**src/logic/mlp_consts.svh**
```systemverilog
// Constants for the miscellaneous log page and mode-select block.
// Assumes inclusion by bare name from the block's design files.
`ifndef MLP_CONSTS_SVH
`define MLP_CONSTS_SVH
// AXI4-Lite register byte offsets
`define MLP_A_CDB0 8'h00
`define MLP_A_CDB1 8'h04
`define MLP_A_PDATA 8'h08
`define MLP_A_STAT 8'h0C
`define MLP_A_LIDX 8'h10
`define MLP_A_LDATA 8'h14
`define MLP_A_UA 8'h18
`define MLP_A_PLEN 8'h1C
`define MLP_A_MDATA 8'h20
`define MLP_RESP_OK 2'b00
`define MLP_RESP_ERR 2'b10
// Log page layout
`define MLP_PG_CODE 6'h37
`define MLP_PG_LEN 16'h0030
`define MLP_PAR_CODE 16'h0000
`define MLP_PAR_FLAGS 8'h00
`define MLP_PAR_LEN 8'h2C
`define MLP_PG_BYTES 52
`define MLP_RSVD 8'h00
// Command decode
`define MLP_OP_MSEL6 8'h15
`define MLP_OP_RD6 8'h08
`define MLP_OP_RD10 8'h28
`define MLP_OP_WR6 8'h0A
`define MLP_OP_WR10 8'h2A
`define MLP_OP_WV10 8'h2E
`define MLP_OP_WV16 8'h8E
`define MLP_SP_BIT 8
`define MLP_BDL_IDX 8'h03
// Sense data
`define MLP_SK_ILLEGAL 4'h5
`define MLP_ASC_INV_OP 8'h20
`define MLP_ASC_INV_PAR 8'h26
// Sizes
`define MLP_N_INIT 8
`define MLP_N_PLEN 4
`define MLP_MODE_BYTES 32
`define MLP_IE_MAX 8'hFF
// Timing
`define MLP_HOUR_S 40'd3600
`define MLP_CLK_HZ 40'd125000000
`endif

```
**src/logic/mlp_pkg.sv**
```systemverilog
// Types for the miscellaneous log page and mode-select block.
// Assumes nothing beyond a SystemVerilog compiler.
package mlp_pkg;
  // Drive events, all from logic on the same clock
  typedef struct packed {
    logic rd_vld;
    logic [15:0] rd_n;
    logic wr_vld;
    logic [15:0] wr_n;
    logic temp_vld;
    logic [7:0] temp;
    logic reassign;
    logic ie_event;
    logic ie_warn;
    logic flash_ecc;
    logic cmd_vld;
    logic [7:0] cmd_op;
  } mlp_ev_t;
  // Parameter-list parser states
  typedef enum logic [5:0] {
    MS_IDLE = 6'b000001,
    MS_HDR = 6'b000010,
    MS_BLK = 6'b000100,
    MS_PCODE = 6'b001000,
    MS_PLEN = 6'b010000,
    MS_PBODY = 6'b100000
  } mlp_ms_state_t;
  // Command status
  typedef struct packed {
    logic busy;
    logic done;
    logic check;
    logic [3:0] key;
    logic [7:0] asc;
  } mlp_status_t;
endpackage : mlp_pkg

```
**src/logic/mlp_log_mode_top.sv**
```systemverilog
// Miscellaneous counters log page and six-byte mode-select handler.
// Assumes event inputs come from logic on mclk_in; software uses AXI4-Lite.
// Operation
// - Page code 37h, length 0030h, parameter 0000h, flags zero, length 2Ch.
// - Bytes 8-11 hold powered-on time in whole hours.
// - Bytes 12-19 total bytes read, 20-27 total bytes written.
// - Byte 28 holds peak temperature seen; it never falls.
// - Bytes 29-30 count reassigned logical blocks.
// - Byte 31 counts informational exceptions, saturating at FFh, warnings excluded.
// - Byte 32 media and hardware exception flags set on any exception other than a warning.
// - Bytes 33-40 count six and ten byte read commands.
// - Bytes 41-48 count write and write-and-verify commands.
// - Bytes 50-51 count flash program memory corrections.
// - Opcode 15h is mode select; length byte 4, PF bit 4, SP bit 0.
// - One mode parameter set shared by all initiators.
// - PF is ignored; data is always page formatted.
// - SP zero applies pages without saving them.
// - SP one also requests saving pages to reserved media.
// - Zero list length means no data transfer and no error.
// - Data parsed as 4-byte header, optional block descriptor, pages.
// - Page length mismatch ends with check condition, illegal request.
// - Parameter change raises unit attention 2Ah for other initiators.
// - Counters are not saved across reset or power loss.
`timescale 1ns/1ns
`include "mlp_consts.svh"
module mlp_log_mode_top
  import mlp_pkg::*;
#(
  parameter logic [39:0] HOUR_CYC = `MLP_HOUR_S * `MLP_CLK_HZ
) (
  // Clock, reset, enable
  input wire logic mclk_in,
  input wire logic rst_n_in,
  input wire logic ce_in,
  // AXI4-Lite write
  input wire logic [7:0] s_axi_awaddr_in,
  input wire logic s_axi_awvalid_in,
  output logic s_axi_awready_out,
  input wire logic [31:0] s_axi_wdata_in,
  input wire logic [3:0] s_axi_wstrb_in,
  input wire logic s_axi_wvalid_in,
  output logic s_axi_wready_out,
  output logic [1:0] s_axi_bresp_out,
  output logic s_axi_bvalid_out,
  input wire logic s_axi_bready_in,
  // AXI4-Lite read
  input wire logic [7:0] s_axi_araddr_in,
  input wire logic s_axi_arvalid_in,
  output logic s_axi_arready_out,
  output logic [31:0] s_axi_rdata_out,
  output logic [1:0] s_axi_rresp_out,
  output logic s_axi_rvalid_out,
  input wire logic s_axi_rready_in,
  // Drive events
  input wire mlp_ev_t ev_in,
  // Mode-select results
  output logic save_req_out,
  output logic [`MLP_N_INIT-1:0] ua_pend_out
);
  // Write channel holding
  logic [7:0] aw_addr;
  logic [31:0] w_data;
  logic [3:0] w_strb;
  logic [31:0] wd;
  logic wr_go;
  logic wr_hit;
  always_ff @(posedge mclk_in) begin
    if (!rst_n_in) begin
      s_axi_awready_out <= 1'b1;
      s_axi_wready_out <= 1'b1;
      s_axi_bvalid_out <= 1'b0;
      s_axi_bresp_out <= `MLP_RESP_OK;
      aw_addr <= `MLP_RSVD;
      w_data <= '0;
      w_strb <= '0;
    end else if (ce_in) begin
      if (s_axi_awvalid_in && s_axi_awready_out) begin
        aw_addr <= s_axi_awaddr_in;
        s_axi_awready_out <= 1'b0;
      end
      if (s_axi_wvalid_in && s_axi_wready_out) begin
        w_data <= s_axi_wdata_in;
        w_strb <= s_axi_wstrb_in;
        s_axi_wready_out <= 1'b0;
      end
      if (wr_go) begin
        s_axi_bvalid_out <= 1'b1;
        s_axi_bresp_out <= wr_hit ? `MLP_RESP_OK : `MLP_RESP_ERR;
      end
      if (s_axi_bvalid_out && s_axi_bready_in) begin
        s_axi_bvalid_out <= 1'b0;
        s_axi_awready_out <= 1'b1;
        s_axi_wready_out <= 1'b1;
      end
    end
  end
  assign wr_go = ce_in && !s_axi_awready_out && !s_axi_wready_out && !s_axi_bvalid_out;
  // Lanes whose strobe is low write as zero
  for (genvar g = 0; g < 4; g++) begin : g_lane
    assign wd[g*8 +: 8] = w_strb[g] ? w_data[g*8 +: 8] : `MLP_RSVD;
  end
  logic we_cdb0, we_cdb1, we_pdata, we_lidx, we_ua, we_plen;
  assign we_cdb0 = wr_go && aw_addr == `MLP_A_CDB0;
  assign we_cdb1 = wr_go && aw_addr == `MLP_A_CDB1;
  assign we_pdata = wr_go && aw_addr == `MLP_A_PDATA;
  assign we_lidx = wr_go && aw_addr == `MLP_A_LIDX;
  assign we_ua = wr_go && aw_addr == `MLP_A_UA;
  assign we_plen = wr_go && aw_addr == `MLP_A_PLEN;
  assign wr_hit = we_cdb0 || we_cdb1 || we_pdata || we_lidx || we_ua || we_plen;

  // Counters and flags of the log page
  logic [39:0] hour_pre;
  logic [31:0] hours;
  logic [63:0] bytes_rd, bytes_wr, cmds_rd, cmds_wr;
  logic [7:0] max_temp, ie_cnt;
  logic [15:0] glist, flash_cnt;
  logic media_exception_flag, hardware_exception_flag;
  logic is_rd, is_wr, ie_real;
  assign is_rd = ev_in.cmd_op == `MLP_OP_RD6 || ev_in.cmd_op == `MLP_OP_RD10;
  assign is_wr = ev_in.cmd_op == `MLP_OP_WR6 || ev_in.cmd_op == `MLP_OP_WR10 ||
                 ev_in.cmd_op == `MLP_OP_WV10 || ev_in.cmd_op == `MLP_OP_WV16;
  assign ie_real = ev_in.ie_event && !ev_in.ie_warn;
  // Power-on hours, whole hours only
  always_ff @(posedge mclk_in) begin
    if (!rst_n_in) begin
      hour_pre <= '0;
      hours <= '0;
    end else if (ce_in) begin
      if (hour_pre == HOUR_CYC - 40'd1) begin
        hour_pre <= '0;
        hours <= hours + 32'd1;
      end else begin
        hour_pre <= hour_pre + 40'd1;
      end
    end
  end
  // Byte totals; cleared by reset since counters are not saved
  always_ff @(posedge mclk_in) begin
    if (!rst_n_in) begin
      bytes_rd <= '0;
      bytes_wr <= '0;
    end else if (ce_in) begin
      if (ev_in.rd_vld) bytes_rd <= bytes_rd + 64'(ev_in.rd_n);
      if (ev_in.wr_vld) bytes_wr <= bytes_wr + 64'(ev_in.wr_n);
    end
  end
  // Peak temperature only rises
  always_ff @(posedge mclk_in) begin
    if (!rst_n_in) max_temp <= `MLP_RSVD;
    else if (ce_in && ev_in.temp_vld && ev_in.temp > max_temp) max_temp <= ev_in.temp;
  end
  // Reassigned blocks and flash corrections
  always_ff @(posedge mclk_in) begin
    if (!rst_n_in) begin
      glist <= '0;
      flash_cnt <= '0;
    end else if (ce_in) begin
      if (ev_in.reassign) glist <= glist + 16'd1;
      if (ev_in.flash_ecc) flash_cnt <= flash_cnt + 16'd1;
    end
  end
  // Exception count saturates; warnings are not counted
  always_ff @(posedge mclk_in) begin
    if (!rst_n_in) begin
      ie_cnt <= `MLP_RSVD;
      media_exception_flag <= 1'b0;
      hardware_exception_flag <= 1'b0;
    end else if (ce_in && ie_real) begin
      if (ie_cnt != `MLP_IE_MAX) ie_cnt <= ie_cnt + 8'd1;
      media_exception_flag <= 1'b1;
      hardware_exception_flag <= 1'b1;
    end
  end
  // Received read and write commands
  always_ff @(posedge mclk_in) begin
    if (!rst_n_in) begin
      cmds_rd <= '0;
      cmds_wr <= '0;
    end else if (ce_in && ev_in.cmd_vld) begin
      if (is_rd) cmds_rd <= cmds_rd + 64'd1;
      if (is_wr) cmds_wr <= cmds_wr + 64'd1;
    end
  end
  // Page image, most significant byte first at the lowest offset
  logic [`MLP_PG_BYTES*8-1:0] page_vec;
  assign page_vec = {2'b00, `MLP_PG_CODE, `MLP_RSVD, `MLP_PG_LEN, `MLP_PAR_CODE,
                     `MLP_PAR_FLAGS, `MLP_PAR_LEN, hours, bytes_rd, bytes_wr,
                     max_temp, glist, ie_cnt, media_exception_flag,
                     hardware_exception_flag, 6'h00, cmds_rd, cmds_wr,
                     `MLP_RSVD, flash_cnt};
  logic [5:0] lidx;
  logic [7:0] page_byte;
  assign page_byte = (lidx < 6'(`MLP_PG_BYTES)) ?
                     page_vec[(`MLP_PG_BYTES - 1 - lidx)*8 +: 8] : `MLP_RSVD;
  always_ff @(posedge mclk_in) begin
    if (!rst_n_in) lidx <= '0;
    else if (ce_in && we_lidx) lidx <= wd[5:0];
  end

  // Reported page lengths, loaded by firmware
  logic [5:0] plen_code [`MLP_N_PLEN];
  logic [7:0] plen_len [`MLP_N_PLEN];
  logic [`MLP_N_PLEN-1:0] hit_v;
  logic [5:0] pg_code;
  logic [7:0] b;
  assign b = wd[7:0];
  for (genvar g = 0; g < `MLP_N_PLEN; g++) begin : g_plen
    always_ff @(posedge mclk_in) begin
      if (!rst_n_in) begin
        plen_code[g] <= '0;
        plen_len[g] <= '0;
      end else if (ce_in && we_plen && wd[1:0] == 2'(g)) begin
        plen_code[g] <= wd[13:8];
        plen_len[g] <= wd[23:16];
      end
    end
    assign hit_v[g] = plen_code[g] == pg_code && plen_len[g] == b;
  end

  // Mode-select command and parameter list parsing
  mlp_ms_state_t ms_state, next_state;
  mlp_status_t st;
  logic [31:0] cdb0;
  logic [7:0] remain, cnt, next_cnt;
  logic [4:0] wp;
  logic sp, err, last, start, byte_go, commit, chg;
  logic [2:0] init_id;
  logic [`MLP_N_INIT-1:0] ua_others;
  assign start = we_cdb1 && !st.busy;
  assign byte_go = we_pdata && st.busy;
  assign last = remain == 8'h01;
  assign commit = byte_go && last && !err;
  assign chg = commit && (wp != 5'd0 || ms_state == MS_PBODY);
  always_comb begin
    next_state = ms_state;
    next_cnt = cnt - 8'h01;
    err = 1'b0;
    unique case (ms_state)
      MS_HDR: begin
        next_cnt = cnt + 8'h01;
        if (cnt == `MLP_BDL_IDX) begin
          next_cnt = b;
          next_state = (b == `MLP_RSVD) ? MS_PCODE : MS_BLK;
        end
      end
      MS_BLK: if (cnt == 8'h01) next_state = MS_PCODE;
      MS_PCODE: next_state = MS_PLEN;
      MS_PLEN: begin
        next_cnt = b;
        err = !(|hit_v);
        next_state = (b == `MLP_RSVD) ? MS_PCODE : MS_PBODY;
      end
      MS_PBODY: if (cnt == 8'h01) next_state = MS_PCODE;
      default: next_state = MS_IDLE;
    endcase
    if (last && next_state != MS_PCODE) err = 1'b1;
  end
  always_ff @(posedge mclk_in) begin
    if (!rst_n_in) cdb0 <= '0;
    else if (ce_in && we_cdb0 && !st.busy) cdb0 <= wd;
  end
  always_ff @(posedge mclk_in) begin
    if (!rst_n_in) begin
      ms_state <= MS_IDLE;
      st <= '0;
      remain <= '0;
      cnt <= '0;
      wp <= '0;
      sp <= 1'b0;
      init_id <= '0;
      pg_code <= '0;
    end else if (ce_in) begin
      if (start) begin
        if (cdb0[7:0] != `MLP_OP_MSEL6) begin
          st <= mlp_status_t'{1'b0, 1'b1, 1'b1, `MLP_SK_ILLEGAL, `MLP_ASC_INV_OP};
        end else if (wd[7:0] == `MLP_RSVD) begin
          st <= mlp_status_t'{1'b0, 1'b1, 1'b0, 4'h0, `MLP_RSVD};
        end else begin
          st <= mlp_status_t'{1'b1, 1'b0, 1'b0, 4'h0, `MLP_RSVD};
          ms_state <= MS_HDR;
          remain <= wd[7:0];
          cnt <= '0;
          wp <= '0;
          sp <= cdb0[`MLP_SP_BIT];
          init_id <= wd[18:16];
        end
      end else if (byte_go) begin
        remain <= remain - 8'h01;
        cnt <= next_cnt;
        ms_state <= next_state;
        if (ms_state == MS_PCODE) pg_code <= b[5:0];
        if (ms_state == MS_PBODY) wp <= wp + 5'd1;
        if (err) begin
          ms_state <= MS_IDLE;
          st <= mlp_status_t'{1'b0, 1'b1, 1'b1, `MLP_SK_ILLEGAL, `MLP_ASC_INV_PAR};
        end else if (last) begin
          ms_state <= MS_IDLE;
          st <= mlp_status_t'{1'b0, 1'b1, 1'b0, 4'h0, `MLP_RSVD};
        end
      end
    end
  end
  // One shared mode parameter set, applied as it arrives
  logic [7:0] mode_cur [`MLP_MODE_BYTES];
  for (genvar g = 0; g < `MLP_MODE_BYTES; g++) begin : g_mode
    always_ff @(posedge mclk_in) begin
      if (!rst_n_in) mode_cur[g] <= `MLP_RSVD;
      else if (ce_in && byte_go && ms_state == MS_PBODY && wp == 5'(g))
        mode_cur[g] <= b;
    end
    if (g < `MLP_N_INIT) begin : g_ua
      assign ua_others[g] = chg && init_id != 3'(g);
    end
  end
  // Save request pulse toward the media writer
  always_ff @(posedge mclk_in) begin
    if (!rst_n_in) save_req_out <= 1'b0;
    else if (ce_in) save_req_out <= commit && sp;
  end
  // Pending unit attention; a new set wins over a clear
  always_ff @(posedge mclk_in) begin
    if (!rst_n_in) ua_pend_out <= '0;
    else if (ce_in) ua_pend_out <= (ua_pend_out & ~(we_ua ? wd[7:0] : `MLP_RSVD)) |
                                   ua_others;
  end

  // Read decode
  logic [31:0] rd_d;
  logic rd_hit;
  always_comb begin
    rd_d = '0;
    rd_hit = 1'b1;
    unique case (s_axi_araddr_in)
      `MLP_A_CDB0: rd_d = cdb0;
      `MLP_A_STAT: rd_d = {16'h0000, 1'b0, st.busy, st.done, st.check, st.key, st.asc};
      `MLP_A_LIDX: rd_d = {26'h0, lidx};
      `MLP_A_LDATA: rd_d = {24'h0, page_byte};
      `MLP_A_UA: rd_d = {24'h0, ua_pend_out};
      `MLP_A_MDATA: rd_d = {24'h0, mode_cur[lidx[4:0]]};
      `MLP_A_CDB1, `MLP_A_PDATA, `MLP_A_PLEN: rd_d = '0;
      default: rd_hit = 1'b0;
    endcase
  end
  always_ff @(posedge mclk_in) begin
    if (!rst_n_in) begin
      s_axi_arready_out <= 1'b1;
      s_axi_rvalid_out <= 1'b0;
      s_axi_rdata_out <= '0;
      s_axi_rresp_out <= `MLP_RESP_OK;
    end else if (ce_in) begin
      if (s_axi_arvalid_in && s_axi_arready_out) begin
        s_axi_arready_out <= 1'b0;
        s_axi_rvalid_out <= 1'b1;
        s_axi_rdata_out <= rd_d;
        s_axi_rresp_out <= rd_hit ? `MLP_RESP_OK : `MLP_RESP_ERR;
      end else if (s_axi_rvalid_out && s_axi_rready_in) begin
        s_axi_rvalid_out <= 1'b0;
        s_axi_arready_out <= 1'b1;
      end
    end
  end
endmodule : mlp_log_mode_top

```
**config.mk**
```make
export PLATFORM = sky130hd
export DESIGN_NAME = mlp_log_mode_top
export DESIGN_NICKNAME = d
export VERILOG_FILES = /design/src/logic/mlp_pkg.sv /design/src/logic/mlp_log_mode_top.sv
export VERILOG_INCLUDE_DIRS = /design/src /design/src/logic
export SDC_FILE = /design/constraint.sdc
export NUM_CORES = 2
export LEC_CHECK = 0
export ABC_AREA = 1
export BUFFER_PORTS_ARGS = -buffer_cell sky130_fd_sc_hd__buf_2
export CAP_MARGIN = 25
export CORE_MARGIN = 2
export CORE_UTILIZATION = 35
export CTS_CLUSTER_SIZE = 25
export DETAILED_ROUTE_END_ITERATION = 8
export GPL_ROUTABILITY_DRIVEN = 0
export GPL_TIMING_DRIVEN = 0
export PLACE_DENSITY_LB_ADDON = 0.15
export SLEW_MARGIN = 20
export SYNTH_ARGS = -nofsm -noshare
export SYNTH_HDL_FRONTEND = slang
export SYNTH_SLANG_ARGS = --single-unit
```
**constraint.sdc**
```tcl
create_clock -name mclk_in -period 3.7 [get_ports mclk_in]
set_input_delay 0.185 -clock mclk_in [delete_from_list [all_inputs] [get_ports mclk_in]]
set_output_delay 0.185 -clock mclk_in [all_outputs]
set_load 0.03 [all_outputs]
```
[Yosys cells after proc, flatten, opt, wreduce, memory -nomap -nowiden]
Memory sizes are Yosys's and may differ from the RTL's. A register that Yosys moved wholly into a read port is not among the register bits.
Index checks and enable logic that the tools add are counted.
Widths: inputs -> output; s select.
Word-level totals
  flip-flop bits (word level): 561
  bits in writable memories: 312
  input port bits: 116
  output and inout bits: 50
  word-level logic and storage cells: 527
  memories: 3
Memory list
  mode_cur: words 32, width 8, rd ports 1, clocked after memory_dff 1, write ports 32, RTL line mlp_log_mode_top.sv:304  | logic [7:0] mode_cur [`MLP_MODE_BYTES];
  plen_len: words 4, width 8, rd ports 4, clocked after memory_dff 0, write ports 4, RTL line mlp_log_mode_top.sv:202  | logic [7:0] plen_len [`MLP_N_PLEN];
  plen_code: words 4, width 6, rd ports 4, clocked after memory_dff 0, write ports 4, RTL line mlp_log_mode_top.sv:201  | logic [5:0] plen_code [`MLP_N_PLEN];
Cells by class
  add/sub/neg operators: 14
  $lt $le $gt $ge: 2
  equal/unequal tests: 82
  shift operators: 1
  multiplexer cells: 206
  bitwise logic cells: 46
  reductions and logical operators: 135
Operator list (number)
  $shiftx 416x33->8: 1
  $mux 8: 51
  $pmux 32 s6: 1
  $add 64x1->64 const B: 2
  $add 64x16->64: 2
  $mux 1: 122
  $mux 15: 6
  $eq 5x5->1 const B: 16
  $logic_and 1x1->1: 80
  $mux 6: 13
  $eq 8x5->1 const B: 7
  $add 40x1->40 const B: 1
  $eq 40x39->1 const B: 1
  $eq 5x4->1 const B: 8
  $eq 8x4->1 const B: 5
  $mux 40: 1
  $or 1x1->1: 40
  $mux 5: 7
  $add 16x1->16 const B: 2
  $add 32x1->32 const B: 1
  $eq 8x6->1 const B: 4
  $eq 8x8->1: 4
  $reduce_and 2->1: 16
  $eq 6x6->1: 4
  other kinds (49): 91

[Longest topological paths before layout]
  depth in word-level cells: 13
  mapped depth: 22
  mapped depth without buffers: 20

[Worst setup path before layout]
OpenSTA, ideal clock, no wires.
  kind: register to register
  from: reg s_axi_wready_out
  to: mem mode_cur[0][0], enable pin
  library setup time: 0.384 ns
  arrival time: 2.347 ns
  data required time: 3.316 ns
  path slack: 0.969 ns
  cell stages (with the launch flop): 13
  path buffers: 1
  period minus slack after synthesis: 2.731 ns
  cell sequence: dfxtp_1 -> nor2_1 -> nand3_2 -> nor2_4 -> nand2_4 -> nor2_4 -> nand2_2 -> nor2_4 -> inv_2 -> nor2_4 -> inv_1 -> clkbuf_1 -> o21ai_0
RTL lines
  start: declaration: RTL line mlp_log_mode_top.sv:42  | output logic s_axi_wready_out,
  start signal: assignment: RTL line mlp_log_mode_top.sv:70  | s_axi_wready_out <= 1'b1;
  start signal: assignment: RTL line mlp_log_mode_top.sv:84  | s_axi_wready_out <= 1'b0;
  start signal: assignment: RTL line mlp_log_mode_top.sv:93  | s_axi_wready_out <= 1'b1;
  end: declaration: RTL line mlp_log_mode_top.sv:304

[Worst setup path after layout]
  from: reg lidx[1]
  to: reg s_axi_rdata_out[0]
Between the ends
  longest elaborated chain between the ends: 4
  elaborated cells between the ends (all ways): 5
  those cells by class: add/sub (1); order compare (1); shift (1); mux (2)
Ends and longest elaborated chain
  start: declaration: RTL line mlp_log_mode_top.sv:191  | logic [5:0] lidx;
  start signal: assignment: RTL line mlp_log_mode_top.sv:197  | else if (ce_in && we_lidx) lidx <= wd[5:0];
  $sub 6x6->7 (no source line)
  $shiftx 416x33->8: RTL line mlp_log_mode_top.sv:194  | page_vec[(`MLP_PG_BYTES - 1 - lidx)*8 +: 8] : `MLP_RSVD;
  $mux 8 (no source line) *
  $pmux 32 s6 *: RTL line mlp_log_mode_top.sv:333  | unique case (s_axi_araddr_in)
  end signal: assignment: RTL line mlp_log_mode_top.sv:354  | s_axi_rdata_out <= rd_d;
  end: declaration: RTL line mlp_log_mode_top.sv:50  | output logic [31:0] s_axi_rdata_out,
Every way passes the cells marked *; elsewhere a longest branch is shown, timed or not.
A chain may end at the register's enable or synchronous reset.

==> results.sh <==
export IMPL_status="complete, but fails checks"
export IMPL_violations="negative setup slack"
export IMPL_cts_htree_levels=3
export IMPL_peakVddDrop_uv=390
export IMPL_core_area_um2=136000
export IMPL_post_route_util=0.408
export IMPL_drt_initial_drc_count=5896
export IMPL_dr_pass1_iters=7
export IMPL_ys_flop_type="dfxtp_1"
export IMPL_overflow=0
export IMPL_grt_pass1_vias=45200
export IMPL_fmax_mhz=269
export IMPL_antenna_left=0
export IMPL_top_layer="met5"
export IMPL_hold_viol=0
export IMPL_grt_max_degree=17
export IMPL_setup_viol=3
export IMPL_final_common_cell="nand2_1"
export IMPL_synth_largest_area_cell="dfxtp_1"
export IMPL_clk_pin_slew_ns=0.06
export IMPL_power_density_nw_per_um2=392
export IMPL_cts_buffers=101
export IMPL_drv_slew=0
export IMPL_grt_usage=0.281
export IMPL_antenna_found_initial=3
export IMPL_worstSetupEndpointType="register"
export IMPL_cp_slowest_cell="buf_1"
export IMPL_maxCapViolCount=0
export IMPL_relSlewSlack=0.208
export IMPL_synthArstFlopShare=0
export IMPL_wirelength_met1_mm=88.2
export IMPL_cts_path_max_buffers=3
export IMPL_cts_sinks=865
export IMPL_syn_inst=6705
export IMPL_seq_area_um2=20400
export IMPL_cp_common_cell="nand3_1"
export IMPL_drive_gt1_frac=0.0776
export IMPL_final_cell_mix="nand2_1, nor2_1, inv_1, dfxtp_1, nand3_1"
export IMPL_met2WireLength_mm=88.4
export IMPL_leakage_nw=19.2
export IMPL_wl_met3_mm=19.7
export IMPL_area_growth_pct=15.3
export IMPL_worstSetupPathType="register to register"
export IMPL_crit_fanout=10
export IMPL_tightest_slew_ns=1.19
export IMPL_start_util=0.354
export IMPL_synth_cell_type_count=65
export IMPL_wl_per_cell_um=22.9
export IMPL_vias=49200
export IMPL_grt_setup_unrepaired="yes"
export IMPL_cts_setup_buffers=0
export IMPL_fillCellCount=14400
export IMPL_grt_pass1_wl_mm=296
export IMPL_die_y_um=375
export IMPL_crit_path_start_kind="register"
export IMPL_clk_latency_ns=0.75
export IMPL_timing_final_ws_setup_ns=-0.0128
export IMPL_drt_vias_per_instance=5.51
export IMPL_ys_ff_latch=865
export IMPL_critPathBufInv=3
export IMPL_dieArea_um2=140000
export IMPL_nNetsFinal=7235
export IMPL_min_period_ns=3.71
export IMPL_synth_area_leaders="dfxtp_1, edfxtp_1, nand2_1"
export IMPL_critPathRequiredTime_ns=4.30
export IMPL_ys_warnings_count=0
export IMPL_skew_ns=0.0577
export IMPL_slowest_delay_ns=0.91
export IMPL_cts_tree="done"
export IMPL_io_pins=166
export IMPL_yosysSeqAreaShare=0.425
export IMPL_synth_top_area_share=0.230
export IMPL_min_path_type="primary input to register"
export IMPL_multi_input_area_um2=23900
export IMPL_die_w_um=375
export IMPL_drcViolationCount=0
export IMPL_place_hpwl_mm=154
export IMPL_crit_arrival_ns=4.31
export IMPL_routed_wirelength_mm=204
export IMPL_hold_ws_ns=0.0292
export IMPL_synth_avg_cell_area_um2=7.17
export IMPL_mappedNetlistArea_um2=48000
export IMPL_worstPathCellList="inv_2 -> clkbuf_1 -> buf_1 -> nand3_1 -> nand3_1 -> nand3_1 -> nand2_1 -> nand3_1 -> nand3_1 -> nand2_1 -> nand2_1 -> a21oi_1"
export IMPL_cts_root_buf="clkbuf_16"
export IMPL_portBuffers=162
export IMPL_num_rows=135
export IMPL_period_share=1.00
export IMPL_synth_edf_count=312
export IMPL_cpLargestDelayFamily="buffers and inverters"
==> synth_stat cells, types with 7 or more instances <==
cell type and number:
nand2_1 1321, nor2_1 1048, inv_1 658, dfxtp_1 553, nand3_1 525, o21ai_0 471, a21oi_1 456, edfxtp_1 312
nor3_1 215, clkbuf_1 190, nand4_1 163, xor2_1 117, o211ai_1 100, nor4_1 71, ha_1 60, buf_2 53
xnor2_1 45, buf_1 42, or2_2 31, a211oi_1 27, nand3_2 24, o21a_1 21, nor3b_1 20, a31oi_1 19
inv_2 15, nor2_4 13, o221ai_1 11, nand3b_1 10, o22ai_1 10, buf_4 9, nor3_2 9, nand2_2 8
nor2_2 7
==> worst paths after layout <==
check	start	to	slack, ns	cells past startpoint
setup / recovery	lidx[1]	s_axi_rdata_out[0]	-0.01	12
hold / removal	ev_in[47]	bytes_rd[8]	0.03	5
setup reg to reg	lidx[1]	s_axi_rdata_out[0]	-0.01	12
hold reg to reg	aw_addr[0]	aw_addr[0]	0.45	2
==> per-stage QoR <==
step,worst slack [ns],cells,TNS (ns),total power [mW],area (um^2)
after floorplan,0.969,6706,0,11.1,48100
after global placement,-1.33,8649,-87.48,11.7,51100
after detailed placement,-1.27,8655,-8.14,11.7,51200
after CTS,-0.0154,8922,-0.0206,21.8,55300
after global routing,-0.108,8923,-2.68,22.3,55400
final,-0.0128,8925,-0.0289,21.7,55400
==> metal layers <==
layer / up-vias / track usage
li1: 23200 / -
met1: 23300 / 0.392
met2: 2344 / 0.432
met3: 404 / 0.0482
met4: 2 / 0.107
met5: - / 0
==> sequential cells by signal, summed over array words and instances (netlist names), 16 cells and up, named ones only <==
register,flops
mode_cur,256
bytes_rd,64
bytes_wr,64
cmds_rd,64
cmds_wr,64
hour_pre,40
cdb0,32
hours,32
plen_len,32
s_axi_rdata_out,32
w_data,32
plen_code,24
flash_cnt,16
glist,16
==> where the power goes <==
part	internal (mW)	switching (mW)	total, mW
Combinational	0.407	0.948	1.35
Sequential	10.1	0.141	10.2
Clock	5.69	4.45	10.1
==> cells by family (layout without fill, tap and decap cells) <==
kind of cell / Yosys count / count (layout) / share of synthesized area
compound gates: 1152 / 1152 / 0.132
xor+xnor: 162 / 162 / 0.0295
fa+ha+maj: 62 / 62 / 0.0165
buf+inv: 972 / 1408 / 0.0782
flops: 865 / 865 / 0.425
other cells: 1 / 4 / 0.0000780
simple gates: 3491 / 3491 / 0.319
==> area by class of cell <==
cell class,count,share of cell area
Multi-Input combinational cell,4869,0.432
Timing Repair Buffer,249,0.0304
Antenna cell,2,0.0000903
Buffer,295,0.0229
Clock inverter,44,0.00802
Tap cell,1781,0.0402
Sequential cell,865,0.369
Clock buffer,144,0.0516
Inverter,676,0.0459
==> repair_timing <==
item	in CTS	in global routing
hold buffers	79	0
resized for setup	21	26
gates cloned	0	0
hold endpoints to repair	79	0
setup endpoints to repair	8	86
==> worst reg2reg max path: stages, from the launching register on <==
cell and delay (ns):
dfxtp_1 0.39, inv_2 0.21, clkbuf_1 0.72, buf_1 0.91, nand3_1 0.23, nand3_1 0.13
nand3_1 0.20, nand2_1 0.14, nand3_1 0.08, nand3_1 0.23, nand2_1 0.17, nand2_1 0.11
a21oi_1 0.06
(Power assumes the default switching activity.)
